`src/mst_pkg.sv`:
```
// package: constants, types and tables for the microstep translator and pwm regulator
package mst_pkg;

  // resolution encodings, {res_sel_hi, res_sel_lo}
  localparam logic [1:0] MST_RES_FULL = 2'h0;
  localparam logic [1:0] MST_RES_HALF = 2'h1;
  localparam logic [1:0] MST_RES_QTR = 2'h2;
  localparam logic [1:0] MST_RES_SIXT = 2'h3;

  // index increments per resolution, in sixteenth steps
  localparam logic [5:0] MST_INC_FULL = 6'h10;
  localparam logic [5:0] MST_INC_HALF = 6'h08;
  localparam logic [5:0] MST_INC_QTR = 6'h04;
  localparam logic [5:0] MST_INC_SIXT = 6'h01;

  // home index: 45 degree angle (sixteenth step number 9, zero based 8)
  localparam logic [5:0] MST_HOME_IDX = 6'h08;
  localparam logic [5:0] MST_IDX_ZERO = 6'h00;

  // clock and timing
  localparam int MST_CLK_MHZ = 200;
  localparam int MST_TOFF_NS = 38000;
  localparam int MST_TBLANK_NS = 950;
  localparam int MST_TOFF_CYC = (MST_TOFF_NS * MST_CLK_MHZ) / 1000;
  localparam int MST_TBLANK_CYC = (MST_TBLANK_NS * MST_CLK_MHZ + 999) / 1000;
  localparam int MST_TWAKE_US = 1000;
  localparam int MST_TWAKE_CYC = MST_TWAKE_US * MST_CLK_MHZ;

  // decay blend thresholds as 8-bit fraction of the logic supply (0.6 and 0.21)
  localparam logic [7:0] MST_PFD_HI = 8'h99;
  localparam logic [7:0] MST_PFD_LO = 8'h36;

  // decay modes
  typedef enum logic [1:0] {
    MST_DEC_SLOW = 2'b00,
    MST_DEC_FAST = 2'b01,
    MST_DEC_MIXED = 2'b10
  } mst_decay_t;

  // bridge switch pattern for one full bridge
  typedef struct packed {
    logic src_a;
    logic snk_a;
    logic src_b;
    logic snk_b;
  } mst_bridge_t;

  // fault group
  typedef struct packed {
    logic over_temp;
    logic pump_uv;
    logic gate_rail_fault;
    logic supply_lockout;
  } mst_fault_t;

  // phase level table, quarter wave of 17 entries, 8-bit magnitude of trip max
  function automatic logic [7:0] mst_sine(input logic [4:0] i);
    case (i)
      5'h00: mst_sine = 8'h00;
      5'h01: mst_sine = 8'h19;
      5'h02: mst_sine = 8'h32;
      5'h03: mst_sine = 8'h4A;
      5'h04: mst_sine = 8'h62;
      5'h05: mst_sine = 8'h78;
      5'h06: mst_sine = 8'h8E;
      5'h07: mst_sine = 8'hA2;
      5'h08: mst_sine = 8'hB4;
      5'h09: mst_sine = 8'hC5;
      5'h0A: mst_sine = 8'hD4;
      5'h0B: mst_sine = 8'hE1;
      5'h0C: mst_sine = 8'hEC;
      5'h0D: mst_sine = 8'hF4;
      5'h0E: mst_sine = 8'hFA;
      5'h0F: mst_sine = 8'hFE;
      default: mst_sine = 8'hFF;
    endcase
  endfunction : mst_sine

endpackage : mst_pkg

```
`src/mst_pwm_bridge.sv`:
```
// one bridge: fixed off-time pwm regulator with blanking, mixed decay and rectification
`timescale 1ns/1ps
`default_nettype none
module mst_pwm_bridge
  import mst_pkg::*;
#(
  parameter int TOFF_CYC = mst_pkg::MST_TOFF_CYC,
  parameter int BLANK_CYC = mst_pkg::MST_TBLANK_CYC
) (
  // clock and control
  input wire logic clk_sys,
  input wire logic rst,
  input wire logic ce,
  input wire logic run,
  // step side
  input wire logic polarity,
  input wire mst_pkg::mst_decay_t decay,
  input wire logic [7:0] blend_level,
  input wire logic step_evt,
  // analog side
  input wire logic sense_trip,
  input wire logic zero_current,
  input wire logic rectify_ctl,
  // outputs
  output mst_pkg::mst_bridge_t gates,
  output logic in_off
);
  import mst_pkg::*;

  localparam int CW = $clog2(TOFF_CYC + 1);
  localparam logic [CW-1:0] TOFF_C = CW'(TOFF_CYC);
  localparam logic [CW-1:0] BLANK_C = CW'(BLANK_CYC);
  localparam logic [CW-1:0] ZERO_C = '0;

  logic [CW-1:0] off_q;
  logic [CW-1:0] blank_q;
  logic zc_q;
  logic fast_phase;
  logic ramp_above;
  logic trip_ok;

  // ramp falls from 0.6 to 0 over off-time; compared with blend level
  assign ramp_above = (32'(off_q) * 32'(MST_PFD_HI)) > (32'(blend_level) * 32'(TOFF_CYC));
  assign trip_ok = run && (off_q == ZERO_C) && (blank_q == ZERO_C) && sense_trip;
  assign in_off = (off_q != ZERO_C);

  // one-shot off timer, per bridge
  always_ff @(posedge clk_sys) begin
    if (rst || (ce && !run)) begin
      off_q <= ZERO_C;
    end else if (ce) begin
      if (trip_ok) begin
        off_q <= TOFF_C;
      end else if (off_q != ZERO_C) begin
        off_q <= off_q - 1'b1;
      end
    end
  end

  // blanking restarts at each step event and at the end of each off-time
  always_ff @(posedge clk_sys) begin
    if (rst || (ce && !run)) begin
      blank_q <= BLANK_C;
    end else if (ce) begin
      if (step_evt || (off_q == CW'(1))) begin
        blank_q <= BLANK_C;
      end else if (blank_q != ZERO_C) begin
        blank_q <= blank_q - 1'b1;
      end
    end
  end

  // zero current latch, cleared at each new off cycle
  always_ff @(posedge clk_sys) begin
    if (rst || (ce && !run)) begin
      zc_q <= 1'b0;
    end else if (ce) begin
      // a detect in the trip cycle wins over the clear
      if (zero_current) begin
        zc_q <= 1'b1;
      end else if (trip_ok) begin
        zc_q <= 1'b0;
      end
    end
  end

  // fast portion: all of off-time in fast, ramp-bounded in mixed
  always_comb begin
    case (decay)
      MST_DEC_FAST: fast_phase = 1'b1;
      MST_DEC_MIXED: fast_phase = ramp_above;
      default: fast_phase = 1'b0;
    endcase
  end

  // gate pattern: drive diagonal, slow off = sources off with sinks recirculating
  always_ff @(posedge clk_sys) begin
    if (rst || (ce && !run)) begin
      gates <= '0;
    end else if (ce) begin
      if (off_q == ZERO_C && !trip_ok) begin
        gates <= polarity ? '{1'b1, 1'b0, 1'b0, 1'b1} : '{1'b0, 1'b1, 1'b1, 1'b0};
      end else if (fast_phase) begin
        // fast: source and sink off; without rectifier the diodes carry the decay
        if (rectify_ctl || zc_q) begin
          gates <= '0;
        end else begin
          gates <= polarity ? '{1'b0, 1'b1, 1'b1, 1'b0} : '{1'b1, 1'b0, 1'b0, 1'b1};
        end
      end else if (rectify_ctl || zc_q) begin
        // slow, no rectifier: the driving sink stays on, the other side is a diode
        gates <= polarity ? '{1'b0, 1'b0, 1'b0, 1'b1} : '{1'b0, 1'b1, 1'b0, 1'b0};
      end else begin
        // slow: sources off, both sinks on
        gates <= '{1'b0, 1'b1, 1'b0, 1'b1};
      end
    end
  end

  // assertions
  off_len_a: assert property (@(posedge clk_sys) disable iff (rst)
    (ce && trip_ok && run) |=> (off_q == TOFF_C))
    else $error("off timer not loaded on trip");
  blank_hold_a: assert property (@(posedge clk_sys) disable iff (rst)
    (ce && run && blank_q != ZERO_C && off_q == ZERO_C) |=> (off_q == ZERO_C))
    else $error("trip accepted during blanking");
  rect_off_a: assert property (@(posedge clk_sys) disable iff (rst)
    (ce && run && rectify_ctl && off_q > CW'(1)) |=> (!gates.src_a && !gates.src_b
    && ($past(polarity) ? !gates.snk_a : !gates.snk_b)))
    else $error("rectification active while disabled");
  trip_c: cover property (@(posedge clk_sys) disable iff (rst) trip_ok);

endmodule : mst_pwm_bridge
`default_nettype wire

```
`src/mst_translator.sv`:
```
// top: microstep translator, decay selection, protection and two pwm bridges
// Notes on behaviour
// reset or power-on loads home position and mixed decay on both phases.
// each rising advance_pulse moves one increment sized by the resolution inputs.
// lo/hi select: 00 full, 10 half, 01 quarter, 11 sixteenth step.
// resolution inputs are sampled only at the advance_pulse rising edge.
// direction is sampled only at the advance_pulse rising edge.
// falling level on a bridge takes decay from the blend level.
// rising or equal level on a bridge takes slow decay.
// reset low holds home, drivers off, and ignores step edges.
// origin_flag shows home position, low while reset is held.
// trip resets latch; slow turns sources off, fast (and the fast part of mixed) turns all off when not rectifying, else drives the reverse diagonal.
// each bridge has a one-shot off timer after a trip.
// comparator is ignored for a blanking time after output switching.
// gate rail fault disables all drivers.
// active-low enable turns drivers on when low, off when high.
// translator keeps stepping regardless of enable.
// overtemperature or pump rail undervoltage disables outputs while present.
// supply lockout disables drivers and returns translator home.
// sleep low disables drivers, regulator, pump; wake restarts from home.
// controller waits 1 ms after wake before the first step.
// blend above 0.6 gives slow, below 0.21 fast, between mixed.
// mixed decay runs fast until ramp reaches blend level, then slow.
// rectification on when control low, stopped at zero current.
// rectification off when control high.
// home is the 45 degree angle; direction high steps forward.
// 64-entry sixteenth index moves by 16, 8, 4 or 1.
// off, blank and fast times are counted in clock cycles.
`timescale 1ns/1ps
`default_nettype none
module mst_translator
  import mst_pkg::*;
#(
  parameter int TOFF_CYC = mst_pkg::MST_TOFF_CYC,
  parameter int BLANK_CYC = mst_pkg::MST_TBLANK_CYC,
  parameter int WAKE_CYC = mst_pkg::MST_TWAKE_CYC
) (
  // clock, reset, enable
  input wire logic clk_sys,
  input wire logic rst,
  input wire logic ce,
  // step interface
  input wire logic advance_pulse,
  input wire logic turn_sense,
  input wire logic res_sel_lo,
  input wire logic res_sel_hi,
  // control inputs
  input wire logic reset_n,
  input wire logic enable_n,
  input wire logic sleep_n,
  input wire logic rectify_ctl,
  input wire logic [7:0] decay_blend_level,
  input wire mst_pkg::mst_fault_t faults,
  // analog feedback per bridge
  input wire logic [1:0] sense_trip,
  input wire logic [1:0] zero_current,
  // outputs
  output logic origin_flag,
  output logic [7:0] level1,
  output logic [7:0] level2,
  output logic pol1,
  output logic pol2,
  output mst_pkg::mst_decay_t decay1,
  output mst_pkg::mst_decay_t decay2,
  output mst_pkg::mst_bridge_t gates1,
  output mst_pkg::mst_bridge_t gates2,
  output logic pump_on,
  output logic wake_ready
);
  import mst_pkg::*;

  localparam int WW = $clog2(WAKE_CYC + 1);
  localparam logic [WW-1:0] WAKE_C = WW'(WAKE_CYC);

  typedef enum logic [1:0] {
    MST_ST_HOLD = 2'b00,
    MST_ST_RUN = 2'b01
  } mst_state_t;

  mst_state_t state_q;
  logic [5:0] idx_q;
  logic [5:0] idx_d;
  logic pulse_q;
  logic step_evt;
  logic held;
  logic drv_on;
  logic [7:0] lvl1_d;
  logic [7:0] lvl2_d;
  logic [WW-1:0] wake_q;
  mst_bridge_t g1;
  mst_bridge_t g2;

  // step increment from the resolution inputs
  function automatic logic [5:0] mst_inc(input logic lo, input logic hi);
    case ({hi, lo})
      MST_RES_FULL: mst_inc = MST_INC_FULL;
      MST_RES_HALF: mst_inc = MST_INC_HALF;
      MST_RES_QTR: mst_inc = MST_INC_QTR;
      default: mst_inc = MST_INC_SIXT;
    endcase
  endfunction : mst_inc

  // magnitude of sine at index, using quarter-wave symmetry
  function automatic logic [7:0] mst_mag(input logic [5:0] i);
    logic [4:0] q;
    q = {1'b0, i[3:0]};
    if (i[4]) begin
      mst_mag = mst_sine(5'h10 - q);
    end else begin
      mst_mag = mst_sine(q);
    end
  endfunction : mst_mag

  // decay pick for a level change
  function automatic mst_decay_t mst_pick(input logic [7:0] nw, input logic [7:0] od,
                                          input logic [7:0] blend);
    if (nw >= od) begin
      mst_pick = MST_DEC_SLOW;
    end else if (blend > MST_PFD_HI) begin
      mst_pick = MST_DEC_SLOW;
    end else if (blend < MST_PFD_LO) begin
      mst_pick = MST_DEC_FAST;
    end else begin
      mst_pick = MST_DEC_MIXED;
    end
  endfunction : mst_pick

  // translator held home by reset, lockout or sleep
  assign held = !reset_n || faults.supply_lockout || !sleep_n;
  // driver enable ignores enable for stepping but gates outputs
  assign drv_on = !held && !enable_n && !faults.gate_rail_fault
                  && !faults.over_temp && !faults.pump_uv;
  assign step_evt = ce && advance_pulse && !pulse_q && (state_q == MST_ST_RUN) && !held;

  // next index: direction and resolution sampled at the edge only
  always_comb begin
    if (turn_sense) begin
      idx_d = idx_q + mst_inc(res_sel_lo, res_sel_hi);
    end else begin
      idx_d = idx_q - mst_inc(res_sel_lo, res_sel_hi);
    end
    lvl1_d = mst_mag(idx_d + 6'h10); // cosine
    lvl2_d = mst_mag(idx_d);
  end

  // step edge detector; input taken as synchronous
  always_ff @(posedge clk_sys) begin
    if (rst) begin
      pulse_q <= 1'b0;
    end else if (ce) begin
      pulse_q <= advance_pulse;
    end
  end

  // state: hold while held, run otherwise
  always_ff @(posedge clk_sys) begin
    if (rst) begin
      state_q <= MST_ST_HOLD;
    end else if (ce) begin
      case (state_q)
        MST_ST_HOLD: state_q <= held ? MST_ST_HOLD : MST_ST_RUN;
        MST_ST_RUN: state_q <= held ? MST_ST_HOLD : MST_ST_RUN;
        default: state_q <= MST_ST_HOLD;
      endcase
    end
  end

  // position, levels, polarity and decay
  always_ff @(posedge clk_sys) begin
    if (rst) begin
      idx_q <= MST_HOME_IDX;
      level1 <= mst_mag(MST_HOME_IDX + 6'h10);
      level2 <= mst_mag(MST_HOME_IDX);
      pol1 <= 1'b1;
      pol2 <= 1'b1;
      decay1 <= MST_DEC_MIXED;
      decay2 <= MST_DEC_MIXED;
    end else if (ce) begin
      if (held) begin
        idx_q <= MST_HOME_IDX;
        level1 <= mst_mag(MST_HOME_IDX + 6'h10);
        level2 <= mst_mag(MST_HOME_IDX);
        pol1 <= 1'b1;
        pol2 <= 1'b1;
        decay1 <= MST_DEC_MIXED;
        decay2 <= MST_DEC_MIXED;
      end else if (step_evt) begin
        idx_q <= idx_d;
        level1 <= lvl1_d;
        level2 <= lvl2_d;
        pol1 <= ((idx_d + 6'h10) < 6'h20) || (lvl1_d == 8'h00);
        pol2 <= (idx_d < 6'h20) || (lvl2_d == 8'h00);
        decay1 <= mst_pick(lvl1_d, level1, decay_blend_level);
        decay2 <= mst_pick(lvl2_d, level2, decay_blend_level);
      end
    end
  end

  // home indicator
  always_ff @(posedge clk_sys) begin
    if (rst) begin
      origin_flag <= 1'b0;
    end else if (ce) begin
      origin_flag <= reset_n && ((held ? MST_HOME_IDX : (step_evt ? idx_d : idx_q))
                     == MST_HOME_IDX);
    end
  end

  // wake timer; charge pump settles, informs that steps are welcome
  always_ff @(posedge clk_sys) begin
    if (rst || (ce && !sleep_n)) begin
      wake_q <= WAKE_C;
    end else if (ce && wake_q != '0) begin
      wake_q <= wake_q - 1'b1;
    end
  end
  assign wake_ready = (wake_q == '0);
  assign pump_on = sleep_n;

  // per-bridge regulators
  mst_pwm_bridge #(.TOFF_CYC(TOFF_CYC), .BLANK_CYC(BLANK_CYC)) u_br1 (
    .clk_sys(clk_sys),
    .rst(rst),
    .ce(ce),
    .run(drv_on),
    .polarity(pol1),
    .decay(decay1),
    .blend_level(decay_blend_level),
    .step_evt(step_evt),
    .sense_trip(sense_trip[0]),
    .zero_current(zero_current[0]),
    .rectify_ctl(rectify_ctl),
    .gates(g1),
    .in_off()
  );
  mst_pwm_bridge #(.TOFF_CYC(TOFF_CYC), .BLANK_CYC(BLANK_CYC)) u_br2 (
    .clk_sys(clk_sys),
    .rst(rst),
    .ce(ce),
    .run(drv_on),
    .polarity(pol2),
    .decay(decay2),
    .blend_level(decay_blend_level),
    .step_evt(step_evt),
    .sense_trip(sense_trip[1]),
    .zero_current(zero_current[1]),
    .rectify_ctl(rectify_ctl),
    .gates(g2),
    .in_off()
  );
  // gating is immediate so a fault cuts drive without a clock of delay
  assign gates1 = drv_on ? g1 : '0;
  assign gates2 = drv_on ? g2 : '0;

  // assertions
  home_hold_a: assert property (@(posedge clk_sys) disable iff (rst)
    (ce && !reset_n) |=> (idx_q == MST_HOME_IDX && !origin_flag))
    else $error("reset low did not hold home");
  drv_off_a: assert property (@(posedge clk_sys) disable iff (rst)
    enable_n |-> (gates1 == '0 && gates2 == '0))
    else $error("drivers on while disabled");
  fault_off_a: assert property (@(posedge clk_sys) disable iff (rst)
    (faults.over_temp || faults.pump_uv || faults.gate_rail_fault) |-> (gates1 == '0))
    else $error("drivers on during fault");
  step_move_a: assert property (@(posedge clk_sys) disable iff (rst)
    step_evt |=> (idx_q == $past(idx_d)))
    else $error("step did not advance index");
  hold_idx_a: assert property (@(posedge clk_sys) disable iff (rst)
    (ce && !step_evt && !held) |=> (idx_q == $past(idx_q)))
    else $error("index moved without step");
  slow_rise_a: assert property (@(posedge clk_sys) disable iff (rst)
    (step_evt && lvl1_d >= level1) |=> (decay1 == MST_DEC_SLOW))
    else $error("rising level not slow decay");
  lockout_home_a: assert property (@(posedge clk_sys) disable iff (rst)
    (ce && faults.supply_lockout) |=> (idx_q == MST_HOME_IDX && gates1 == '0))
    else $error("lockout did not home");
  sleep_off_a: assert property (@(posedge clk_sys) disable iff (rst)
    !sleep_n |-> (!pump_on && gates2 == '0))
    else $error("sleep left drivers on");
  step_c: cover property (@(posedge clk_sys) disable iff (rst) step_evt);
  back_c: cover property (@(posedge clk_sys) disable iff (rst) step_evt && !turn_sense);
  mixed_c: cover property (@(posedge clk_sys) disable iff (rst) step_evt ##1 decay2 == MST_DEC_MIXED);

endmodule : mst_translator
`default_nettype wire

```
`config.mk`:
```
export PLATFORM = sky130hd
export DESIGN_NAME = mst_translator
export DESIGN_NICKNAME = d
export VERILOG_FILES = /design/src/mst_pkg.sv /design/src/mst_pwm_bridge.sv /design/src/mst_translator.sv
export SDC_FILE = /design/constraint.sdc
export NUM_CORES = 1
export LEC_CHECK = 0
export BUFFER_PORTS_ARGS = -buffer_cell sky130_fd_sc_hd__buf_2
export CORE_MARGIN = 5
export CORE_UTILIZATION = 30
export CTS_CLUSTER_SIZE = 8
export DETAILED_ROUTE_END_ITERATION = 10
export MAX_ROUTING_LAYER = met4
export RECOVER_POWER = 25
export SLEW_MARGIN = 20
export SYNTH_ARGS = -nofsm -noshare
export SYNTH_HDL_FRONTEND = slang
export SYNTH_SLANG_ARGS = --single-unit
```
`constraint.sdc`:
```
create_clock -name clk_sys -period 13.1 [get_ports clk_sys]
set_clock_uncertainty 0.2 [all_clocks]
set_input_delay 0.655 -clock clk_sys [delete_from_list [all_inputs] [get_ports clk_sys]]
set_output_delay 0.655 -clock clk_sys [all_outputs]
set_load 0.01 [all_outputs]
```
==> out/results.txt, run 1 <==
The tools report the number of levels in the clock H-tree as 3. The logs give 10.2k for the number of global-route vias before repair and 0 for the final-report hold violation count. The critical path starts at decay_blend_level[6].

Setup repair after global routing left no endpoint under its margin. In the final layout, the share of cells above drive strength 1 is 5.10%. For this block, the via count after detailed routing is 10.4k. The area added between synthesis and finish was 8.42%; the overall overflow remaining after global route was 0. The ratio of final minimum period to clock period is 55.4%. After routing, the total negative slack on setup checks comes to 0 ps. The share of total power dissipated in the clock network is 9.8%.

The logs give 0 for the post-CTS repair timing setup buffer count and 1,909 for the total number of nets in the final design. The required time of the worst setup path is 13,160 ps. In this run the worst hold path is classified as reg2reg. The run finished, with violations left. The per-instance average area after synthesis works out to 8.47 um2. The run gives 0 as the number of antenna violations at the first check in global routing.

The clock period could shrink to 7260 ps. Routability-driven placement finished with a final weighted congestion of 0.870. For the worst setup timing slack at the placement stage, the log shows 5550 ps. The worst register-to-register path has a depth of 21.

The average vias per placed instance was 4.93. The floorplan has 75 rows. The CTS root buffer is sky130_fd_sc_hd__clkbuf_16.

For the area of the die, the log shows 47,000 um2. The core region area came out at 42,100 um2. The slowest stage of the critical path is the sky130_fd_sc_hd__a2111oi_0 cell.

The start-to-end type of the worst setup path is in2reg. The number of DRC markers in iteration 0 is 539. In the routed design, unresolved DRC markers number 0.

The instance count along the most critical hold path was 1. The power density of the placed cells was 195 nW/um2; the global routing usage summed across all routing layers was 12.9%. From bottom edge to top edge, the die measures 217 um. In the synthesized netlist the async set-or-reset flop fraction comes to 0%. The number of clock sinks was 111; the worst hold slack was 257 ps. The clock passes through at most 2 buffers.

The tools report the number of pins with negative max-slew slack in the final report as 37. Yosys printed 0 warnings. Summed over all instances, the cell type with the most area after synthesis is sky130_fd_sc_hd__ha_1. The checks that failed: capacitance limit, slew limit. The share of synthesized area in the top cell type comes to 25.1%.

The sequential power share was 16.2%; the fraction of power spent switching nets was 50.7%. The commonest cells after synthesis are 258 x sky130_fd_sc_hd__ha_1, 239 x sky130_fd_sc_hd__inv_1, 111 x sky130_fd_sc_hd__dfxtp_1. Clock tree synthesis inserted a total of 9 buffers.

The post-synthesis sequential element count came out at 111. Entering global routing, the biggest net connects 38 pins. For the cell area after synthesis, the log shows 12,800 um2. The number of enable flip-flop cells after synthesis was 0; the clock-pin slew of the registers on the worst-case setup and hold paths was 80 ps. The worst register-to-register path begins at u_br1.off_q[4]. In the final routed layout, each cell accounts on average for 14.2 um. The worst-margin pin slew is 1580 ps, and the post-synth net total is 1,860. Gates resized during post-CTS repair numbered 0. First-pass iteration count of the detailed router: 5.

The worst hold path begins at u_br2.blank_q[12]. TritonCTS built the clock tree. The worst-case IR drop observed on VDD is 0.0830 mV.

For the part of the Yosys area used for sequential elements, the log shows 17.3%. Summed over all layers, the routed wires come to 29.9 mm. The highest net fanout along the worst path works out to 6. The analysis attributes to cell leakage a power of 6.73 nW. The most common cell in the netlist was sky130_fd_sc_hd__ha_1.

0 antenna diodes ended up in the layout. For the worst setup path, the data arrival time is 7310 ps. For this run, the top clock speed supported by timing is 138 MHz. The relative contribution of combinational cells to total power is 74.0%, and the least setup slack across all paths after layout is 5840 ps. For this configuration, the core starts out at a cell density of 30.5%. The width of the die works out to 217 um. Remaining antenna violation count: 0. The number of setup violations in the final report is 0, and the cell count after synthesis is 1,515. Count of maximum capacitance violations: 1. The netlist uses 83 different library cells.

In this design, the stage delay of the slowest critical-path cell is 580 ps. The clock reaches the later pin of the worst-skew pair after 350 ps. The internal portion of total power is 1.34 mW.

The count of input and output buffers came out at 59. The prevailing post-synth register cell was sky130_fd_sc_hd__dfxtp_1. Yosys attributes the largest share of cell area to sky130_fd_sc_hd__ha_1 25%, sky130_fd_sc_hd__dfxtp_1 17%, sky130_fd_sc_hd__fa_1 9.4%, sky130_fd_sc_hd__inv_1 7.0%, sky130_fd_sc_hd__xnor2_1 4.1%. During I/O placement, the number of pins put on the boundary was 60. The first global-routing pass estimated 49.9 mm of wire.

The wire-length estimate of the detail-placed layout is 24.6 mm. The worst setup path is launched from an input port. The tools report the remaining max-slew budget at the tightest pin as -5.45%. The endpoint class of the critical path was a flip-flop. For this design the total switching power over the nets is 1.38 mW.

Hold repair after CTS inserted 0 buffers.
-- logic make-up after synthesis --
kind of cell / Yosys count / synth area share [%]
muxes: 17 / 1.35
AOI/OAI and AO/OA: 321 / 16.3
and+or+nand+nor: 386 / 15.1
adders and majority gates: 320 / 34.7
buffers and inverters: 268 / 8.37
DFF: 111 / 17.3
xor gates and xnor gates: 92 / 6.85
-- flip-flops by register name (all words and copies together) (netlist names), 2 cells and up --
signal         cells
wake_q            18
level1             8
u_br2.gates        4
level2             8
decay1             2
u_br1.off_q       13
u_br1.blank_q     13
u_br2.blank_q     13
idx_q              6
u_br1.gates        4
u_br2.off_q       13
decay2             2
-- power groups by stage --
| stage | clock network [mW] | logic [mW] | registers (mW) |
|---|---|---|---|
| global placement | 0 | 1.97 | 0.450 |
| finish | 0.267 | 2.01 | 0.441 |
| detailed placement | 0 | 2.01 | 0.450 |
| floorplan | 0 | 1.58 | 0.421 |
| CTS | 0.276 | 2.03 | 0.442 |
| global route | 0.290 | 2.33 | 0.448 |
-- path summary, 6_finish.rpt --
check | endpoint | slack [ps]
min reg2reg | u_br2.blank_q[12] | 260
max | u_br1.gates[0] | 5840
min | u_br2.blank_q[12] | 260
max reg2reg | u_br1.gates[0] | 6000
-- layout by cell type, fill, tap and decap left out, types with 22 or more instances in the layout --
cell,Yosys,final
sky130_fd_sc_hd__a21o_1,36,36
sky130_fd_sc_hd__a21oi_1,92,92
sky130_fd_sc_hd__buf_2,0,27
sky130_fd_sc_hd__clkbuf_1,17,34
sky130_fd_sc_hd__dfxtp_1,111,111
sky130_fd_sc_hd__fa_1,60,60
sky130_fd_sc_hd__ha_1,258,258
sky130_fd_sc_hd__inv_1,239,239
sky130_fd_sc_hd__nand2_1,82,82
sky130_fd_sc_hd__nand2b_1,23,23
sky130_fd_sc_hd__nand3_1,32,32
sky130_fd_sc_hd__nor2_1,103,103
sky130_fd_sc_hd__nor3_1,26,26
sky130_fd_sc_hd__o21ai_0,55,55
sky130_fd_sc_hd__or3_1,22,22
sky130_fd_sc_hd__xnor2_1,60,60
sky130_fd_sc_hd__xor2_1,26,26
-- through the flow --
stage	util [%]	std cells	power, mW	instance area [um2]
6_report	33.0	2108	2.72	13900
5_1_grt	33.0	2108	3.06	13900
4_1_cts	33.1	2108	2.75	14000
3_5_place_dp	32.5	2092	2.46	13700
3_3_place_gp	32.5	2092	2.42	13700
2_1_floorplan	-	1515	2.00	12800
-- worst max-delay path, delay by kind of cell --
family | cells | cell delay (ps)
xor gates and xnor gates | 1 | 130
buffers and inverters | 4 | 380
adders and majority gates | 6 | 2580
and+or+nand+nor | 4 | 1010
AOI/OAI and AO/OA | 10 | 2520
-- routing by layer --
| layer | part of all wire (%) | track usage [%] | vias up |
|---|---|---|---|
| met5 | 0 | - | - |
| met4 | 1.5 | 2.44 | 0 |
| met3 | 3.3 | 1.75 | 21 |
| met2 | 48 | 21.9 | 129 |
| met1 | 47 | 16.5 | 4920 |
| li1 | - | - | 5316 |
-- layout make-up --
type	count	area (um2)
clock buffer	9	225
sequential	111	2220
tap	539	674
multi-input combinational	1136	9540
timing repair buffer	66	300
clock inverter	7	55.1
fill	4347	28200
inverter	240	901
No activity file was read; power rests on OpenSTA's default activity.
==> run 2, diff against run 1 <==
ABC_AREA = 1   (was not set)
clock period = 6.7 ns   (was 13.1 ns; I/O delays follow)
==> out/results.txt, run 2 <==
The run finished, with violations left. Violated checks: capacitance limit, slew limit (unchanged). The worst-margin pin slew came out at 1520 ps (was 1580 ps). The number of flip-flops in the largest register came out at 18 (unchanged). The part of the Yosys area used for sequential elements was 16.8% (was 17.3%); the total detailed-routing wirelength was 31.4 mm (was 29.9 mm). Among the stages of the critical path, the cell type that occurs most often is sky130_fd_sc_hd__nand2_1. CTS root buffer: sky130_fd_sc_hd__clkbuf_16 (unchanged). Most numerous cell types in the synthesized netlist: 382 x sky130_fd_sc_hd__inv_1, 319 x sky130_fd_sc_hd__nand2_1, 258 x sky130_fd_sc_hd__ha_1 (was 258 x sky130_fd_sc_hd__ha_1, 239 x sky130_fd_sc_hd__inv_1, 111 x sky130_fd_sc_hd__dfxtp_1). The clock-pin slew of the registers on the worst-case setup and hold paths works out to 90 ps (was 80 ps).

The filler cell count was 4,814 (was 4,347). Cell accounting for the most synthesized area: sky130_fd_sc_hd__ha_1 (unchanged). The start-to-end type of the worst setup path is reg2reg (was in2reg). Core region area: 43,900 um2 (was 42,100 um2). The logs give 0 (unchanged) for the remaining antenna violation count and 2220 um2 (unchanged) for the sequential cell area.

The number of antenna violations at the first check in global routing came out at 0 (unchanged). The count of input and output buffers is 59 (unchanged). The worst hold path class is in2reg (was reg2reg). The per-instance average area after synthesis is 7.23 um2 (was 8.47 um2), and the width of the die is 220 um (was 217 um).

The cell area after synthesis came out at 13,200 um2 (was 12,800 um2). Count of warnings emitted by yosys: 0 (unchanged). Timing would allow up to 184 MHz.

The tools report the remaining max-slew budget at the tightest pin as -1.32% (was -5.45%). Top post-synthesis cells by area: sky130_fd_sc_hd__ha_1 24%, sky130_fd_sc_hd__dfxtp_1 17%, sky130_fd_sc_hd__inv_1 11%, sky130_fd_sc_hd__fa_1 9.1%, sky130_fd_sc_hd__nand2_1 9.0% (was sky130_fd_sc_hd__ha_1 25%, sky130_fd_sc_hd__dfxtp_1 17%, sky130_fd_sc_hd__fa_1 9.4%, sky130_fd_sc_hd__inv_1 7.0%, sky130_fd_sc_hd__xnor2_1 4.1%). The post-synthesis sequential element count is 111 (unchanged), and the number of enable flip-flop cells after synthesis is 0 (unchanged).

The prevailing post-synth register cell was sky130_fd_sc_hd__dfxtp_1 (unchanged). The first-pass iteration count of the detailed router was 5 (unchanged); the power density of the placed cells was 397 nW/um2 (was 195 nW/um2). The total negative slack for setup checks was 0 ps (unchanged).

The number of DRC markers in iteration 0 is 682 (was 539), and the largest net degree at the start of global routing is 31 (was 38). TritonCTS built the clock tree. The tools report the via count as 11.6k (was 10.4k). The top register by number of flip-flops was wake_q (unchanged).

The post-synth net total is 2,175 (was 1,860), and the total leakage power is 7.67 nW (was 6.73 nW). The die height came out at 220 um (was 217 um). The cell with the biggest individual delay on the critical path is sky130_fd_sc_hd__fa_1 (was sky130_fd_sc_hd__a2111oi_0).

The tools report the clock latency at the later pin of the worst-skew pair as 360 ps (was 350 ps). The ratio of final minimum period to clock period was 81.2%. The required time of the worst setup path is 6740 ps (was 13,160 ps).

The run gives 0 (unchanged) as the antenna diode count. The number of pins with negative max-slew slack in the final report is 31 (was 37), and the fraction of registers with async set/reset is 0% (unchanged). The share of Yosys cell area claimed by the top area cell type is 24.4% (was 25.1%), and the number of buffers created by CTS is 9 (unchanged). The tools report the maximum clock path buffer count as 2 (unchanged). For the number of clock sinks, the log shows 111 (unchanged). The count of maximum capacitance violations was 1 (unchanged).

The placement row count was 77 (was 75); the area of the multi-input gates was 9410 um2 (was 9540 um2). The number of setup violations in the final report is 0 (unchanged). The final critical delay including setup and external delays was 5440 ps. The distinct cell type count of the synthesized netlist was 58 (was 83); the area of the die was 48,400 um2 (was 47,000 um2). The delay of the slowest critical-path stage was 550 ps (was 580 ps).

Area added between synthesis and finish: 9.32% (was 8.42%). The average vias per placed instance is 4.67 (was 4.93), and the half-perimeter wire length after placement is 26.4 mm (was 24.6 mm). The final-report hold violation count is 0 (unchanged). Commonest cells after routing, fill and taps aside: 383 x sky130_fd_sc_hd__inv_1, 319 x sky130_fd_sc_hd__nand2_1, 258 x sky130_fd_sc_hd__ha_1 (was 258 x sky130_fd_sc_hd__ha_1, 239 x sky130_fd_sc_hd__inv_1, 111 x sky130_fd_sc_hd__dfxtp_1).

The highest net fanout along the worst path is 6 (unchanged). Most common cell in the netlist: sky130_fd_sc_hd__inv_1 (was sky130_fd_sc_hd__ha_1). The logs give 0 (unchanged) for the total DRC errors in the routed layout and 5480 ps (was 7310 ps) for the data arrival time at the worst-slack endpoint. The largest vdd supply drop was 0.161 mV (was 0.0830 mV).

Number of levels in the clock H-tree: 3 (unchanged). The endpoint class of the critical path was a flip-flop (unchanged). The routability-driven placement congestion ratio is 0.895 (was 0.870).

For the post-CTS repair timing setup buffer count, the log shows 0 (unchanged). The post-CTS resize count came out at 0 (unchanged). The total number of nets in the final design came out at 2,226 (was 1,909). The detailed-route wire length per cell came out at 12.7 um (was 14.2 um). The number of global-route vias before repair is 11.3k (was 10.2k), and the ratio of cells with drive above 1 in the final layout is 5.73% (was 5.10%). Power after layout: 5.75 mW (was 2.72 mW). Overall overflow remaining after global route: 0 (unchanged). The tools report the kind of start point of the critical path as a flip-flop (was an input port). I/O pin count: 60 (unchanged). Most common library cell in the layout ignoring fill and taps: sky130_fd_sc_hd__inv_1 (was sky130_fd_sc_hd__ha_1).

Setup repair after global routing left no endpoint under its margin. The cell count after synthesis is 1,830 (was 1,515). The global-route wire length before repair is 53.3 mm (was 49.9 mm). The number of buffers inserted by hold repair at cts was 0 (unchanged); the global routing usage summed across all routing layers was 13.5% (was 12.9%). For the initial core utilization, the log shows 30.1% (was 30.5%).
run 2: cell count changes in the layout (fill, tap and decap cells not counted), sizes merged, moves of 25 or more:
cell | previous run | this run
xnor2 | 64 | 13
inv | 243 | 398
nand2 | 83 | 331
a21o | 36 | 6
nand3 | 32 | 77
nor2 | 104 | 148
a21oi | 93 | 131
o21ai | 59 | 84
run 2: area by class of cell:
cell class	instances	area share, %
clock buffer	9	1.56
clock inverter	7	0.692
inverter	400	10.4
multi-input combinational	1299	65.0
sequential	111	15.4
tap	592	5.12
timing repair buffer	60	1.85
run 2: stage by stage:
stage / instances / hold WS [ps] / area [um2] / setup slack, ps / utilization (%)
floorplan: 1830 / 243 / 13200 / 1680 / -
global placement: 2462 / 247 / 14200 / 1010 / 32.3
detailed placement: 2462 / 255 / 14200 / 903 / 32.3
CTS: 2478 / 9.83 / 14500 / 1200 / 33.1
global route: 2478 / 45.6 / 14500 / 820 / 32.9
finish: 2478 / 27.8 / 14500 / 1260 / 32.9
run 2: cells by family after synthesis:
family          count (synthesis)  synth area share (%)
flops                         111                  16.8
xor+xnor                       45                  3.12
fa+ha+maj                     318                  33.5
compound gates                299                  12.8
buf+inv                       420                  12.0
simple gates                  637                  21.8
run 2: critical path: cells and delay by family (launching register included):
family,cells,cell delay (ps)
AND/OR/NAND/NOR,17,1090
XOR/XNOR,1,170
AO/OA/AOI/OAI,5,710
adder cells (fa/ha/maj),6,2310
buffers and inverters,4,290
flip-flops,1,520
run 2: layer usage:
metal	vias to the layer above	global-route usage [%]	part of all wire, %
met5	-	-	0
met4	0	3.72	3.0
met3	36	1.80	2.8
met2	187	22.7	47
met1	5372	17.1	47
li1	5978	-	-
run 2: final timing paths:
check / slack [ps] / end / cells past startpoint / from
hold reg to reg: 270 / u_br1.zc_q / 1 / u_br1.zc_q
hold / removal: 30 / u_br2.zc_q / 3 / zero_current[1]
setup / recovery: 1260 / u_br2.gates[1] / 33 / u_br2.off_q[6]
setup reg to reg: 1260 / u_br2.gates[1] / 33 / u_br2.off_q[6]
run 2: report_power, final:
part / leakage [nW] / internal (mW) / switching (mW)
Combinational: 6.61 / 1.60 / 2.67
Clock: 0.158 / 0.302 / 0.281
Sequential: 0.902 / 0.744 / 0.150
Total: 7.67 / 2.65 / 3.10
==> run 3, diff against run 2 <==
clock period = 5.47 ns   (was 6.7 ns; I/O delays follow)
==> out/results.txt, run 3 (synthesized netlist as in run 2, its figures left out) <==
The flow ran to the end, but the final reports show violations. Violated checks: capacitance limit (was capacitance limit, slew limit). The top register by number of flip-flops is wake_q (unchanged). The run gives 5 (unchanged) as the first-pass iteration count of the detailed router. The run gives 2,265 (was 2,226) as the total number of nets in the final design.

The logs give 2 (unchanged) for the maximum clock path buffer count and -68.8 ps (was 903 ps) for the worst setup timing slack at the placement stage. The core region area was 43,900 um2 (unchanged). The launch instance of the worst register-to-register path was u_br2.off_q[8] (was u_br2.off_q[6]).

The width of the die works out to 220 um (unchanged). Required time of the worst setup path: 5510 ps (was 6740 ps). The worst reg2reg path endpoint is u_br2.gates[1] (unchanged). The placement row count was 77 (unchanged).

The count of input and output buffers is 59 (unchanged), and the number of global-route vias before repair is 11.1k (was 11.3k). The global routing usage summed across all routing layers was 13.3% (was 13.5%); the average vias per placed instance was 4.57 (was 4.67). Number of setup violations in the final report: 0 (unchanged). The power after layout came out at 7.33 mW (was 5.75 mW). The number of levels in the clock H-tree was 3 (unchanged).

Global-route wire length before repair: 52.4 mm (was 53.3 mm). The tools report the half-perimeter wire length after placement as 26.5 mm (was 26.4 mm). The run gives 14,900 um2 (was 14,500 um2) as the post-route cell area.

The area of the die came out at 48,400 um2 (unchanged). The number of pins with negative max-slew slack in the final report was 0 (was 31). The tools report the data arrival time at the worst-slack endpoint as 5130 ps (was 5480 ps).

The clock-pin slew of the registers on the worst-case setup and hold paths is 90 ps (about the same), and the wire length on met1 is 14.8 mm (was 14.7 mm). The instance area after placement was 14,500 um2 (was 14,200 um2); the utilization after layout was 33.8% (was 32.9%). The via count is 11.5k (was 11.6k), and the number of cells on the worst reg-to-reg path is 26 (was 33). Critical path launch point: u_br2.off_q[8] (was u_br2.off_q[6]). The endpoint class of the critical path is a flip-flop (unchanged). The clock latency at the later pin of the worst-skew pair is 360 ps (about the same), and the die height is 220 um (unchanged). The remaining max-slew budget at the tightest pin is 0.590% (was -1.32%).

Ratio of final minimum period to clock period: 93.0% (was 81.2%). The tools report the remaining antenna violation count as 0 (unchanged). The top layer used by detailed routing is met4 (unchanged). Start-to-end type of the worst setup path: reg2reg (unchanged). The tools report the capturing instance or port of the critical path as u_br2.gates[1] (unchanged).

The highest net fanout along the worst path works out to 3 (was 6). Number of flip-flops in the largest register: 18 (unchanged). The run gives 11.2 ps (was 27.8 ps) as the worst hold slack. The tools report the CTS root buffer as sky130_fd_sc_hd__clkbuf_16 (unchanged).

The ratio of cells with drive above 1 in the final layout works out to 8.62% (was 5.73%). The worst hold path class was in2reg (unchanged). The routed wire length on met3 is 696 um (was 884 um).

Total DRC errors in the routed layout: 0 (unchanged). The run gives 196 MHz (was 184 MHz) as the upper clock frequency limit. The run gives 1 (unchanged) as the count of maximum capacitance violations. For the overall overflow remaining after global route, the log shows 0 (unchanged). The largest net degree at the start of global routing is 31 (unchanged). The number of antenna violations at the first check in global routing is 0 (unchanged). Filler cell count: 4,784 (was 4,814). The total leakage power was 7.86 nW (was 7.67 nW). The tools report the non-filler instance count after layout as 2,517 (was 2,478). The kind of start point of the critical path is a flip-flop (unchanged). The tools report the least setup slack across all paths after layout as 381 ps (was 1260 ps). The run gives 380 ps (was 1260 ps) as the worst reg-to-reg setup slack. The largest vdd supply drop is 0.237 mV (was 0.161 mV), and the power density of the placed cells is 493 nW/um2 (was 397 nW/um2).

Commonest cells after routing, fill and taps aside: 382 x sky130_fd_sc_hd__inv_1, 318 x sky130_fd_sc_hd__nand2_1, 255 x sky130_fd_sc_hd__ha_1 (was 383 x sky130_fd_sc_hd__inv_1, 319 x sky130_fd_sc_hd__nand2_1, 258 x sky130_fd_sc_hd__ha_1). The sequential cell area is 2230 um2 (was 2220 um2). Most common library cell in the layout ignoring fill and taps: sky130_fd_sc_hd__inv_1 (unchanged). The tools report the wire length on met2 as 14.7 mm (was 14.9 mm). The total negative slack for setup checks was 0 ps (unchanged); the antenna diode count was 0 (unchanged). The number of clock sinks came out at 111 (unchanged). TritonCTS built the clock tree.

The tools report the routability-driven placement congestion ratio as 0.877 (was 0.895). The number of DRC markers in iteration 0 is 515 (was 682). Worst-margin pin slew: 1490 ps (was 1520 ps). The final-report hold violation count is 0 (unchanged), and the area added between synthesis and finish is 12.2% (was 9.32%).

The initial core utilization came out at 30.1% (unchanged). The run gives 9510 um2 (was 9410 um2) as the area of the multi-input gates. The logs give 2,498 (was 2,462) for the number of placed instances with taps included and 60 (unchanged) for the I/O pin count. For the total detailed-routing wirelength, the log shows 30.9 mm (was 31.4 mm). The final critical delay including setup and external delays is 5090 ps (was 5440 ps), and the detailed-route wire length per cell is 12.3 um (was 12.7 um).

The run gives 9 (unchanged) as the number of buffers created by CTS.
run 3: changes by cell type in the layout (fill, tap and decap cells not counted), moves of 3 or more:
cell | before | now
sky130_fd_sc_hd__a21oi_2 | 1 | 8
sky130_fd_sc_hd__ha_1 | 258 | 255
sky130_fd_sc_hd__dfxtp_1 | 111 | 107
sky130_fd_sc_hd__ha_4 | 0 | 3
sky130_fd_sc_hd__inv_8 | 1 | 4
sky130_fd_sc_hd__buf_4 | 1 | 38
sky130_fd_sc_hd__a21oi_1 | 130 | 123
run 3: worst max-delay path, cell delays in order, from the launching register on:
cell and delay [ps]:
sky130_fd_sc_hd__dfxtp_1 340, sky130_fd_sc_hd__inv_1 80, sky130_fd_sc_hd__ha_1 300, sky130_fd_sc_hd__ha_1 310
sky130_fd_sc_hd__fa_1 550, sky130_fd_sc_hd__inv_1 60, sky130_fd_sc_hd__fa_1 540, sky130_fd_sc_hd__inv_1 40
sky130_fd_sc_hd__ha_1 310, sky130_fd_sc_hd__buf_4 160, sky130_fd_sc_hd__a21oi_1 150, sky130_fd_sc_hd__o21ai_0 160
sky130_fd_sc_hd__nor2_1 230, sky130_fd_sc_hd__xnor2_1 140, sky130_fd_sc_hd__ha_1 310, sky130_fd_sc_hd__nand2_1 70
sky130_fd_sc_hd__nor4_2 210, sky130_fd_sc_hd__nand2_1 60, sky130_fd_sc_hd__nand3b_1 150, sky130_fd_sc_hd__nor2_1 80
sky130_fd_sc_hd__a21boi_1 60, sky130_fd_sc_hd__nand2_1 120, sky130_fd_sc_hd__nand2_1 100, sky130_fd_sc_hd__nand2_2 80
sky130_fd_sc_hd__nand2_1 50, sky130_fd_sc_hd__nand2_1 50, sky130_fd_sc_hd__a21oi_1 60
run 3: area by class of cell:
type	instances	share of cell area (%)
repair buffers	99	3.81
clock buffers	9	1.52
multi-input cells	1299	64.0
well taps	592	4.99
flip-flops and latches	111	15.0
inverters	400	10.1
clock inverters	7	0.531
run 3: report_power, final:
part / leakage [nW] / internal [mW] / switching, mW / total [mW]
Clock: 0.151 / 0.331 / 0.357 / 0.687
Combinational: 6.80 / 2.19 / 3.42 / 5.61
Sequential: 0.905 / 0.915 / 0.114 / 1.03
Total: 7.86 / 3.43 / 3.90 / 7.33
run 3: worst min-delay path by stage:
stage	depth (start not counted)	to	slack [ps]	from
after floorplan	2	u_br2.zc_q	210	zero_current[1]
after global placement	1	u_br1.zc_q	250	u_br1.zc_q
after detailed placement	1	u_br1.zc_q	250	u_br1.zc_q
after CTS	3	pulse_q	5	advance_pulse
after global routing	3	pulse_q	10	advance_pulse
final	3	pulse_q	10	advance_pulse
run 3: per-layer routing:
metal,vias up,track usage (%)
met1,5295,17.1
met5,-,-
met2,131,22.5
met4,0,2.87
li1,6061,-
met3,24,1.55
run 3: timing repair:
item	in CTS	in global routing
buffers inserted	0	1
hold endpoints to repair	2	0
hold buffers	2	0
endpoints found under the setup margin	0	8
resized for setup	0	24
